`config.mk`:
```
export PLATFORM = sky130hd
export DESIGN_NAME = edl_loader
export DESIGN_NICKNAME = d
export VERILOG_FILES = /design/src/inc/edl_pkg.sv /design/src/rtl/edl_loader.sv
export SDC_FILE = /design/constraint.sdc
export NUM_CORES = 1
export LEC_CHECK = 0
export BUFFER_PORTS_ARGS = -buffer_cell sky130_fd_sc_hd__buf_2
export CORE_ASPECT_RATIO = 0.8
export CORE_MARGIN = 2
export CORE_UTILIZATION = 40
export DETAILED_ROUTE_END_ITERATION = 8
export GPL_ROUTABILITY_DRIVEN = 0
export GPL_TIMING_DRIVEN = 0
export PLACE_DENSITY = 0.72
export SYNTH_ARGS = -nofsm -noshare
export SYNTH_HDL_FRONTEND = slang
export SYNTH_SLANG_ARGS = --single-unit
```
`constraint.sdc`:
```
create_clock -name core_clk -period 1.7 [get_ports core_clk]
set_clock_uncertainty 0.1 [all_clocks]
set_input_delay 0.17 -clock core_clk [delete_from_list [all_inputs] [get_ports core_clk]]
set_output_delay 0.17 -clock core_clk [all_outputs]
set_load 0.02 [all_outputs]
```
`src/inc/edl_pkg.sv`:
```
// package for the divider non-volatile loader
`default_nettype none
package edl_pkg;
   localparam int            EDL_DIV_W      = 11;
   localparam int            EDL_LOCK_BIT   = 7;
   localparam logic [7:0]    EDL_ERASED     = 8'hFF;
   localparam logic [7:0]    EDL_HIGH_MASK  = 8'h87;
   localparam logic [7:0]    EDL_LOW_MASK   = 8'hFF;
   localparam logic [7:0]    EDL_REG_RESET  = 8'h00;

   // program / erase request towards one shadow byte
   typedef struct packed {
      logic       prog;
      logic       erase;
      logic       sel_high;
      logic [7:0] data;
   } edl_nv_cmd_t;

   // software write towards the volatile registers
   typedef struct packed {
      logic       wr_high;
      logic       wr_low;
      logic [7:0] data;
   } edl_sw_wr_t;

   typedef struct packed {
      logic [7:0] divider_high_reg;
      logic [7:0] divider_low_reg;
      logic [7:0] divider_high_shadow;
      logic [7:0] divider_low_shadow;
      logic       locked;
      logic       core_ready;
      logic       nv_refused;
      logic       wr_refused;
   } edl_state_t;

   localparam edl_state_t EDL_STATE_INIT = '{
      divider_high_reg:    8'h00,
      divider_low_reg:     8'h00,
      divider_high_shadow: 8'hFF,
      divider_low_shadow:  8'hFF,
      locked:              1'b0,
      core_ready:          1'b0,
      nv_refused:          1'b0,
      wr_refused:          1'b0
   };
endpackage : edl_pkg
`default_nettype wire

```
`src/rtl/edl_loader.sv`:
```
// divider shadow bytes, reset-time load and permanent lock
`default_nettype none
module edl_loader #(
   parameter int DIV_W = edl_pkg::EDL_DIV_W
) (
   input  wire logic                core_clk,
   input  wire logic                rst_b,
   input  wire edl_pkg::edl_nv_cmd_t nv_cmd,
   input  wire edl_pkg::edl_sw_wr_t  sw_wr,
   output logic [7:0]               divider_high_reg,
   output logic [7:0]               divider_low_reg,
   output logic [7:0]               divider_high_shadow,
   output logic [7:0]               divider_low_shadow,
   output logic                     divider_locked,
   output logic                     core_ready,
   output logic                     nv_refused,
   output logic                     wr_refused
);
   import edl_pkg::*;

   // only the eleven-bit register layout is served
   if (DIV_W != EDL_DIV_W) begin : g_bad_div_w
      $error("divisor width not supported by the byte layout");
   end

   edl_state_t state = EDL_STATE_INIT;
   edl_state_t next_state;
   logic       nv_ok;
   logic       nv_req;
   logic       wr_req;
   logic [7:0] nv_old;
   logic [7:0] nv_new;

   always_comb begin
      next_state = state;
      nv_req     = nv_cmd.prog | nv_cmd.erase;
      wr_req     = sw_wr.wr_high | sw_wr.wr_low;
      nv_ok      = ~state.locked;
      nv_old     = nv_cmd.sel_high ? state.divider_high_shadow : state.divider_low_shadow;
      if (nv_cmd.erase) begin
         nv_new = EDL_ERASED;
      end else begin
         nv_new = nv_old & nv_cmd.data;
      end
      next_state.nv_refused = 1'b0;
      next_state.wr_refused = 1'b0;
      if (!rst_b) begin
         next_state.divider_high_shadow = state.divider_high_shadow;
         next_state.divider_low_shadow  = state.divider_low_shadow;
         next_state.divider_high_reg = state.divider_high_shadow & EDL_HIGH_MASK;
         next_state.divider_low_reg  = state.divider_low_shadow & EDL_LOW_MASK;
         // zero shadow bit relocks each reset
         next_state.locked     = ~state.divider_high_shadow[EDL_LOCK_BIT];
         next_state.core_ready = 1'b0;
      end else begin
         next_state.core_ready = 1'b1;
         // program and erase blocked when locked
         if (nv_req && nv_ok) begin
            if (nv_cmd.sel_high) begin
               next_state.divider_high_shadow = nv_new;
            end else begin
               next_state.divider_low_shadow = nv_new;
            end
         end else if (nv_req) begin
            next_state.nv_refused = 1'b1;
         end
         // shadow changes do not touch volatile
         if (wr_req && state.locked) begin
            next_state.wr_refused = 1'b1;
         end else begin
            if (sw_wr.wr_high) begin
               next_state.divider_high_reg = sw_wr.data & EDL_HIGH_MASK;
               // zero lock-disable bit arms the lock
               next_state.locked = ~sw_wr.data[EDL_LOCK_BIT];
            end
            if (sw_wr.wr_low) begin
               next_state.divider_low_reg = sw_wr.data & EDL_LOW_MASK;
            end
         end
      end
   end

   always_ff @(posedge core_clk) begin
      state <= next_state;
   end

   assign divider_high_reg    = state.divider_high_reg;
   assign divider_low_reg     = state.divider_low_reg;
   assign divider_high_shadow = state.divider_high_shadow;
   assign divider_low_shadow  = state.divider_low_shadow;
   assign divider_locked      = state.locked;
   assign core_ready          = state.core_ready;
   assign nv_refused          = state.nv_refused;
   assign wr_refused          = state.wr_refused;
endmodule : edl_loader
`default_nettype wire

```
=== After elaboration in Yosys (flattened, before gate mapping) ===
Index checks and enable logic that the tools add are counted.

* Bits of input ports: 23
* Register bits: 32
* Logic and storage cells: 39
* Output and inout port bits: 36

* Bitwise logic cells: 8
* Reduce and logical (&&, ||, !) cells: 7
* Eq/ne operators: 3
* Muxes and demuxes: 13

{| class="wikitable"
|+ Operator list
! operator !! count
|-
| $mux W8 || 6
|-
| $mux W34 || 1
|-
| $mux W16 || 2
|-
| $and A8 B8 Y8 || 1
|-
| $reduce_and A3 Y1 || 2
|-
| $not A1 Y1 || 5
|-
| $mux W1 || 4
|-
| $ne A2 B1 Y1 const B || 2
|-
| $reduce_and A2 Y1 || 2
|-
| $logic_and A1 B1 Y1 || 2
|-
| $ne A2 B2 Y1 const B || 1
|-
| $or A1 B1 Y1 || 2
|-
| $reduce_or A2 Y1 || 1
|}

=== Longest topological paths before layout ===
Gate-level depths: netlist of run 1.

* Depth in word-level cells: 6
* Gate-level depth with buffers: 3
* Mapped depth without buffers: 2

=== Least setup slack after synthesis of run 1 ===
No wires, ideal clock.

* Kind: register to register
* From: register state, in the netlist divider_locked
* To: register state, in the netlist divider_low_shadow[0], enable pin
* Arrival time: 1.219 ns
* Setup time: 0.383 ns
* Stages on the path, launching flop included: 2
* Required time: 1.217 ns
* Slack: -0.003 ns
* Cell sequence: edfxtp_1 > nor3_1

* Cells in the longest elaborated chain, start to end: 3

{| class="wikitable"
|+ Ends and longest elaborated chain
! item !! line !! source
|-
| from (decl) || edl_loader.sv:26 || <nowiki>edl_state_t state = EDL_STATE_INIT;</nowiki>
|-
| from (signal assigned) || edl_loader.sv:84 || <nowiki>state <= next_state;</nowiki>
|-
| $not A1 Y1 || edl_loader.sv:38 || <nowiki>nv_ok = ~state.locked;</nowiki>
|-
| $logic_and A1 B1 Y1 || edl_loader.sv:58 || <nowiki>if (nv_req && nv_ok) begin</nowiki>
|-
| $reduce_and A3 Y1 (no source line) || -- ||
|}

Every way passes these cells.
A chain may end at the register's enable or synchronous reset.

=== Worst setup path in the final report of run 1 ===
* From: register state, in the netlist divider_locked
* To: register state, in the netlist divider_high_shadow[7], enable pin

Same word-level chain as after synthesis.

==> impl_metrics.ini, run 1 <==
[status]
status = finished, final reports clean

[sta]
rsz0062_at_grt = false
final-setup-viol-count = 0
max_freq_ghz = 0.6302
period_share_pct = 93.34
slew_viol_final = 0
worst_pin_slew_ps = 672.3
hold_violations = 0
fin_ws_ps = 113.2
hold_ws_ps = 45.64
slew-limit-headroom_pct = 54.88
finalCriticalPeriod_ps = 1587

[worst_setup_path]
crit_cells = 1
path_cells = nor3b_2
crit_slowest_cell = nor3b_2
critPathMaxFanout = 8
slowest_delay_ps = 610
cp-start-kind = register
cp_top_family = simple AND/OR/NAND/NOR gates
crit_path_end_kind = register
crit_buf_inv = 0
worst-setup-path-type = register to register
crit_arrival_ps = 1410
r2r_slack_ps = 110
cp.required_ps = 1520
rr_startpoint = divider_locked
reg2reg_depth = 1
r2r-end = divider_high_shadow[7]

[power_and_ir_drop]
ir_drop_v = 0.0007049
p_leak_uw = 0.0008249
p_per_area_nw_per_um2 = 953.1

[logic_synthesis]
syn_inst = 93
async_reset_ff_share_pct = 0
yosysMostFrequentCell = edfxtp_1
synth_area_leaders = edfxtp_1 (64%), mux2_4 (8.8%), dfxtp_1 (4.4%)
synth_seq_cells = 32
synth_edf_count = 29
synth_common_cells = edfxtp_1 (29), inv_1 (11), o21ai_0 (10), a21o_1 (8), mux2_4 (8)
synth_largest_area_cell = edfxtp_1
ys_types = 18
synthFlopType = edfxtp_1
synth_warnings = 0
syn_area_per_cell_um2 = 14.68
netlist.area_leader.share_pct = 63.79
seq_area_frac_synth_pct = 68.19
syn_area_um2 = 1365

[floorplan]
dieWidth_um = 69.32
initial_core_util_pct = 42.99
die_h_um = 56.25
core_um2 = 3176
die_area_um2 = 3899
rows = 18
ios = 59

[routing]
routedWlPerCell_um = 13.41
viasPerCell = 4.574
drt-initial-drc-count = 28
vias = 901
firstDrtPassIters = 4
finalWirelength_mm = 2.641
drcViolationCount = 0
ant_nets = 0

[place]
io_buffers = 52
dp_slack_ps = -317.1
dp_hpwl_mm = 2.023
dpl.cell_count = 188
placed_cell_area_um2 = 1687

[finish]
multi_input_area_um2 = 352.8
nFillCells = 279
nets = 179
fin_cells = 197
area_delta_synth_final_pct = 31.07
seq_area_um2 = 930.9
stdcell_area_um2 = 1789
drive_gt1_share_pct = 51.59
antenna_cells = 0

[global_routing]
grt_pass1_wl_mm = 4.002
overflow = 0
antenna_found_initial = 0
track_usage_pct = 13.70
grt_pass1_vias = 831
grt_max_degree = 12

[cts]
insertion_delay_ps = 280
h-tree-depth = 2
tritoncts.num_buffers = 5
root_buffer = clkbuf_8
clk_path_buf_depth = 2
cts_sinks = 32
cts_tree = built
path_clk_slew_ps = 70

[hold_path]
hp-start = sw_wr[8]
hold_class = input port to register
hold-path-cell-count = 3
min_to = wr_refused

[run]
maxCapViolCount = 0
## kinds of logic after synthesis
| family | after synthesis | synth area share [%] |
|---|---|---|
| DFF | 32 | 68.19 |
| AOI/OAI and AO/OA | 21 | 9.349 |
| buffers and inverters | 19 | 7.149 |
| muxes | 12 | 12.10 |
| and+or+nand+nor | 8 | 2.932 |
| other | 1 | 0.2747 |
## final cells by class
cell class	instances	area share [%]
Multi-Input combinational cell	45	19.72
Buffer	8	3.147
Clock buffer	5	3.846
Tap cell	40	2.797
Timing Repair Buffer	53	15.10
Inverter	11	2.308
Clock inverter	3	1.049
Sequential cell	32	52.03
## cell usage in the layout, fill, tap and decap left out
cell            n
buf_2          55
mux2_4          8
nor3b_2         1
clkbuf_8        5
clkinv_1        1
clkinvlp_4      2
o21ai_0         8
buf_4           4
dfxtp_1         3
conb_1          4
o21ai_1         3
a21oi_1         1
a21o_1          8
nor3_2          1
nor2_1          1
buf_6           1
nand2_1         5
edfxtp_1       29
mux2_2          4
o21a_1          1
inv_1          11
dlygate4sd3_1   1
## stage by stage
stage | TNS [ps] | power [µW] | util (%)
floorplan | -36.87 | 1082 | -
global placement | -3659 | 1154 | 53.11
detailed placement | -3900 | 1160 | 53.11
CTS | 0 | 1714 | 56.34
global route | 0 | 1771 | 56.34
finish | 0 | 1705 | 56.34
## metal layers
metal / vias to the layer above / part of all wire (%) / GRT usage [%]
met4: 0 / 1.1 / 4.202
met1: 411 / 43 / 16.36
met2: 38 / 47 / 21.70
met5: - / 0 / 0
met3: 5 / 8.6 / 7.002
li1: 447 / - / -
## power by group
part | total (µW) | switching (µW) | internal (µW) | leakage (µW)
registers | 924 | 16.9 | 908 | 0.000299
logic | 220 | 129 | 91.3 | 0.000488
clock network | 561 | 279 | 282 | 0.0000378
## worst max path at each step
stage	startpoint	end
after floorplan	divider_locked	divider_low_shadow[0]
after global placement	rst_b	divider_low_shadow[6]
after detailed placement	rst_b	divider_low_shadow[6]
after CTS	divider_locked	divider_high_reg[1]
after global routing	divider_locked	divider_high_shadow[3]
final	divider_locked	divider_high_shadow[7]
## repair_timing
item	in CTS	in global routing
buffers inserted	0	0
endpoints found under the setup margin	16	5
hold endpoints to repair	1	0
hold buffers	1	0
gates resized for setup	2	1
Note: power is estimated with default switching activity, not from simulation.
==> inputs of run 2 (changes only) <==
- CTS_CLUSTER_DIAMETER: not set -> 100
- RECOVER_POWER: not set -> 25
==> run 2 against run 1 <==
  * Global-route usage stayed put
  * Final cell count stayed put
  * Largest power group unchanged
  * Critical path type unchanged
  * Cell area is 0.56% lower
  * Count of clock-buffer cells in the layout stayed put
  * Combinational power hardly changed
  * First-iteration DRC count stayed put
  * Core utilization is 0.32 points lower
  * Critical endpoint unchanged
  * Critical path depth stayed put
==> impl_metrics.ini, run 2 (same netlist as run 1, synthesis figures left out) <==
[status]
status = finished, final reports clean

[cts]
clk_path_buf_depth = 2
path_clk_slew_ps = 70
cts_sinks = 32
tritoncts.num_buffers = 5
h-tree-depth = 2
cts_tree = built
root_buffer = clkbuf_8
post-cts-setup-buffers = 0
insertion_delay_ps = 280

[routing]
drt-initial-drc-count = 28
vias = 906
finalWirelength_mm = 2.653
drcViolationCount = 0
ant_nets = 0
firstDrtPassIters = 4
viasPerCell = 4.599
routedWlPerCell_um = 13.47

[power_and_ir_drop]
switching_share_pct = 24.98
p_leak_uw = 0.0008007
p_comb_share_pct = 12.7
power.internal_uw = 1277
power_frac_clock_pct = 32.9
p_per_area_nw_per_um2 = 956.9
p_switching_uw = 425.4
ir_drop_v = 0.0007049
power_frac_seq_pct = 54.3

[worst_setup_path]
crit_slowest_cell = nor3b_2
critPathMaxFanout = 8
worst-setup-path-type = register to register
cp-start-kind = register
cp_top_family = simple AND/OR/NAND/NOR gates
slowest_delay_ps = 610
crit_path_end_kind = register
crit_buf_inv = 0
crit_arrival_ps = 1410
path_cells = nor3b_2
cp.required_ps = 1520

[finish]
most-common-layout-cells = buf_2 (47), edfxtp_1 (29), inv_1 (11)
fin_cells = 197
nets = 179
final_common_cell = buf_2
seq_area_um2 = 930.9
antenna_cells = 0
multi_input_area_um2 = 352.8
area_delta_synth_final_pct = 30.34
nFillCells = 284
drive_gt1_share_pct = 46.50

[global_routing]
antenna_found_initial = 0
overflow = 0
grt_max_degree = 12
grt_pass1_vias = 831
track_usage_pct = 13.70
grt_pass1_wl_mm = 4.002

[sta]
final-setup-viol-count = 0
rsz0062_at_grt = false
slew_viol_final = 0
fin_ws_ps = 110.7
slew-limit-headroom_pct = 54.58
worst_pin_slew_ps = 676.7
hold_ws_ps = 48.76
max_freq_ghz = 0.6292
period_share_pct = 93.49
finalCriticalPeriod_ps = 1589
hold_violations = 0

[hold_path]
hold_class = input port to register

[place]
dp_hpwl_mm = 2.023
io_buffers = 52
dpl.cell_count = 188
dp_slack_ps = -317.1

[floorplan]
die_h_um = 56.25
core_um2 = 3176
die_area_um2 = 3899
dieWidth_um = 69.32
initial_core_util_pct = 42.99
rows = 18
ios = 59

[run]
maxCapViolCount = 0
[run 2: cell count changes in the layout (fill, tap and decap cells not counted), sizes merged]
cell / delta
clkbuf: +8
buf: -8
[run 2: worst paths after layout]
kind,from,to,slack [ps],cells past startpoint
hold reg to reg,divider_low_shadow[5],divider_low_reg[5],540,1
hold / removal,sw_wr[9],wr_refused,50,3
setup reg to reg,divider_locked,divider_high_shadow[7],110,1
setup / recovery,divider_locked,divider_high_shadow[7],110,1
[run 2: power by group through the flow]
stage	logic (µW)	registers, µW	clock network, µW
after floorplan	91.2	991	0
after global placement	213	940	0
after detailed placement	218	942	0
after CTS	221	925	568
after global routing	234	930	606
final	217	925	561
[run 2: metrics by stage]
step	cell area, µm²	util, %	setup TNS, ps	total power, µW
floorplan	1376	-	-36.87	1082
global placement	1687	53.11	-3659	1154
detailed placement	1687	53.11	-3900	1160
CTS	1789	56.34	0	1714
global route	1779	56.03	0	1769
finish	1779	56.03	0	1702
[run 2: final cells by class]
class / instances / share of cell area [%]
inverter: 11 / 2.321
sequential: 32 / 52.32
buffer: 8 / 3.165
timing repair buffer: 53 / 14.63
clock buffer: 5 / 3.868
tap: 40 / 2.813
clock inverter: 3 / 1.055
multi-input combinational: 45 / 19.83
[run 2: layer usage]
| layer | share of wire, % | global-route usage (%) |
|---|---|---|
| met5 | 0 | 0 |
| met4 | 1.1 | 4.202 |
| met3 | 7.8 | 7.002 |
| met2 | 47 | 21.70 |
| met1 | 44 | 16.36 |
[run 2: what timing repair did]
| item | in CTS | in global routing |
|---|---|---|
| hold buffers | 1 | 0 |
| endpoints found under the hold margin | 1 | 0 |
| gates cloned | 0 | 0 |
| endpoints found under the setup margin | 16 | 5 |
| resized for setup | 2 | 1 |
==> inputs of run 3 (changes only) <==
--- a/config.mk
+++ b/config.mk
@@ -7,3 +7,3 @@
 export LEC_CHECK = 0
-export BUFFER_PORTS_ARGS = -buffer_cell sky130_fd_sc_hd__buf_2
+export BUFFER_PORTS_ARGS = -buffer_cell sky130_fd_sc_hd__buf_4
 export CORE_ASPECT_RATIO = 0.8
--- a/constraint.sdc
+++ b/constraint.sdc
@@ -4,2 +4,2 @@
 set_output_delay 0.17 -clock core_clk [all_outputs]
-set_load 0.02 [all_outputs]
+set_load 0.05 [all_outputs]
==> run 3 against run 2 <==
  * Die area is the same
  * Final cell count did not move
  * Wire length up 2.4%
  * Largest power group unchanged
  * Power rose by 14%
  * Core utilization rose by 4.2 points
  * First-iteration DRC count down 7.1%
  * Highest routed layer unchanged
  * Flip-flop and latch count unchanged
==> impl_metrics.ini, run 3 (same netlist as run 1, synthesis figures left out) <==
[status]
status = finished, final reports clean

[power_and_ir_drop]
power.internal_uw = 1457
switching_share_pct = 24.98
p_leak_uw = 0.0008575
power_frac_clock_pct = 34.6
p_comb_share_pct = 17.6
power_frac_seq_pct = 47.8
p_switching_uw = 485.2
p_per_area_nw_per_um2 = 1015
ir_drop_v = 0.0006056

[worst_setup_path]
crit_cells = 1
crit_slowest_cell = nor3b_2
worst-setup-path-type = register to register
slowest_delay_ps = 630
cp-start-kind = register
cp.required_ps = 1500
r2r_slack_ps = 70
reg2reg_depth = 1
path_cells = nor3b_2
crit_arrival_ps = 1420
crit_buf_inv = 0
crit_path_end_kind = register
cp_top_family = simple AND/OR/NAND/NOR gates
startpoint = divider_locked
critPathMaxFanout = 8
rr_startpoint = divider_locked

[hold_path]
hold-path-cell-count = 3
hp-start = sw_wr[9]
hold_class = input port to register

[global_routing]
antenna_found_initial = 0
grt_pass1_vias = 886
grt_max_degree = 11
grt_pass1_wl_mm = 4.271
overflow = 0
track_usage_pct = 14.57

[routing]
routedWlPerCell_um = 13.79
vias = 888
ant_nets = 0
firstDrtPassIters = 4
finalWirelength_mm = 2.716
viasPerCell = 4.508
drcViolationCount = 0
drt-initial-drc-count = 26

[floorplan]
rows = 18
die_area_um2 = 3899
core_um2 = 3176
die_h_um = 56.25
initial_core_util_pct = 42.99
ios = 59
dieWidth_um = 69.32

[sta]
max_freq_ghz = 0.6150
hold_violations = 0
rsz0062_at_grt = false
tns_ps = 0
slew-limit-headroom_pct = 54.97
hold_ws_ps = 79.50
worst_pin_slew_ps = 672.5
final-setup-viol-count = 0
slew_viol_final = 0
period_share_pct = 95.65
finalCriticalPeriod_ps = 1626

[finish]
antenna_cells = 0
nets = 179
most-common-layout-cells = buf_4 (48), edfxtp_1 (29), inv_1 (11)
drive_gt1_share_pct = 47.13
nFillCells = 262
area_delta_synth_final_pct = 40.15
final_common_cell = buf_4

[cts]
root_buffer = clkbuf_8
h-tree-depth = 2
cts_sinks = 32
insertion_delay_ps = 270
path_clk_slew_ps = 60
post-cts-setup-buffers = 0
cts_tree = built
clk_path_buf_depth = 2
tritoncts.num_buffers = 5

[run]
maxCapViolCount = 0

[place]
dp_hpwl_mm = 2.068
io_buffers = 52
-- run 3: changes by cell type in the layout (fill, tap and decap cells not counted), sizes merged --
cell / change
clkinvlp: -2
clkbuf: +1
bufinv: +1
-- run 3: cell type report --
class	instances	area, µm²	area share, %
buffer	8	56.30	2.943
clock buffer	6	72.57	3.793
clock inverter	2	35.03	1.831
inverter	11	41.29	2.158
multi-input combinational	45	356.6	18.64
sequential	32	930.9	48.66
tap	40	50.05	2.616
timing repair buffer	53	370.4	19.36
-- run 3: per-layer routing --
metal	global-route usage, %	vias up	routed length, µm	part of all wire [%]
met5	0	-	0	0
met4	6.723	0	24	0.88
met3	4.129	2	166	6.1
met2	23.76	28	1348	50
met1	18.04	411	1176	43
li1	-	447	-	-
-- run 3: worst paths after layout --
kind,endpoint
max,divider_high_shadow[5]
min,wr_refused
min reg2reg,divider_low_reg[5]
max reg2reg,divider_high_shadow[5]
-- run 3: what timing repair did --
action	4_1_cts	5_1_grt
endpoints found under the hold margin	1	0
endpoints found under the setup margin	0	8
resized for setup	0	1
hold buffers	1	0
-- run 3: power by group through the flow --
stage | clock (µW) | sequential, µW | combinational (µW)
floorplan | 0 | 1080 | 104
global placement | 0 | 943 | 348
detailed placement | 0 | 945 | 351
CTS | 693 | 929 | 354
global route | 731 | 932 | 361
finish | 672 | 928 | 342
-- run 3: stage by stage --
step           util, %  cells  power, µW  instance area, µm²  setup slack, ps
2_1_floorplan        -     96       1182                1381            42.29
3_3_place_gp     57.37    188       1291                1822            20.14
3_5_place_dp     57.37    188       1296                1822            10.69
4_1_cts          61.07    197       1976                1939            80.65
5_1_grt          60.24    197       2024                1913            14.69
6_report         60.24    197       1942                1913            74.03
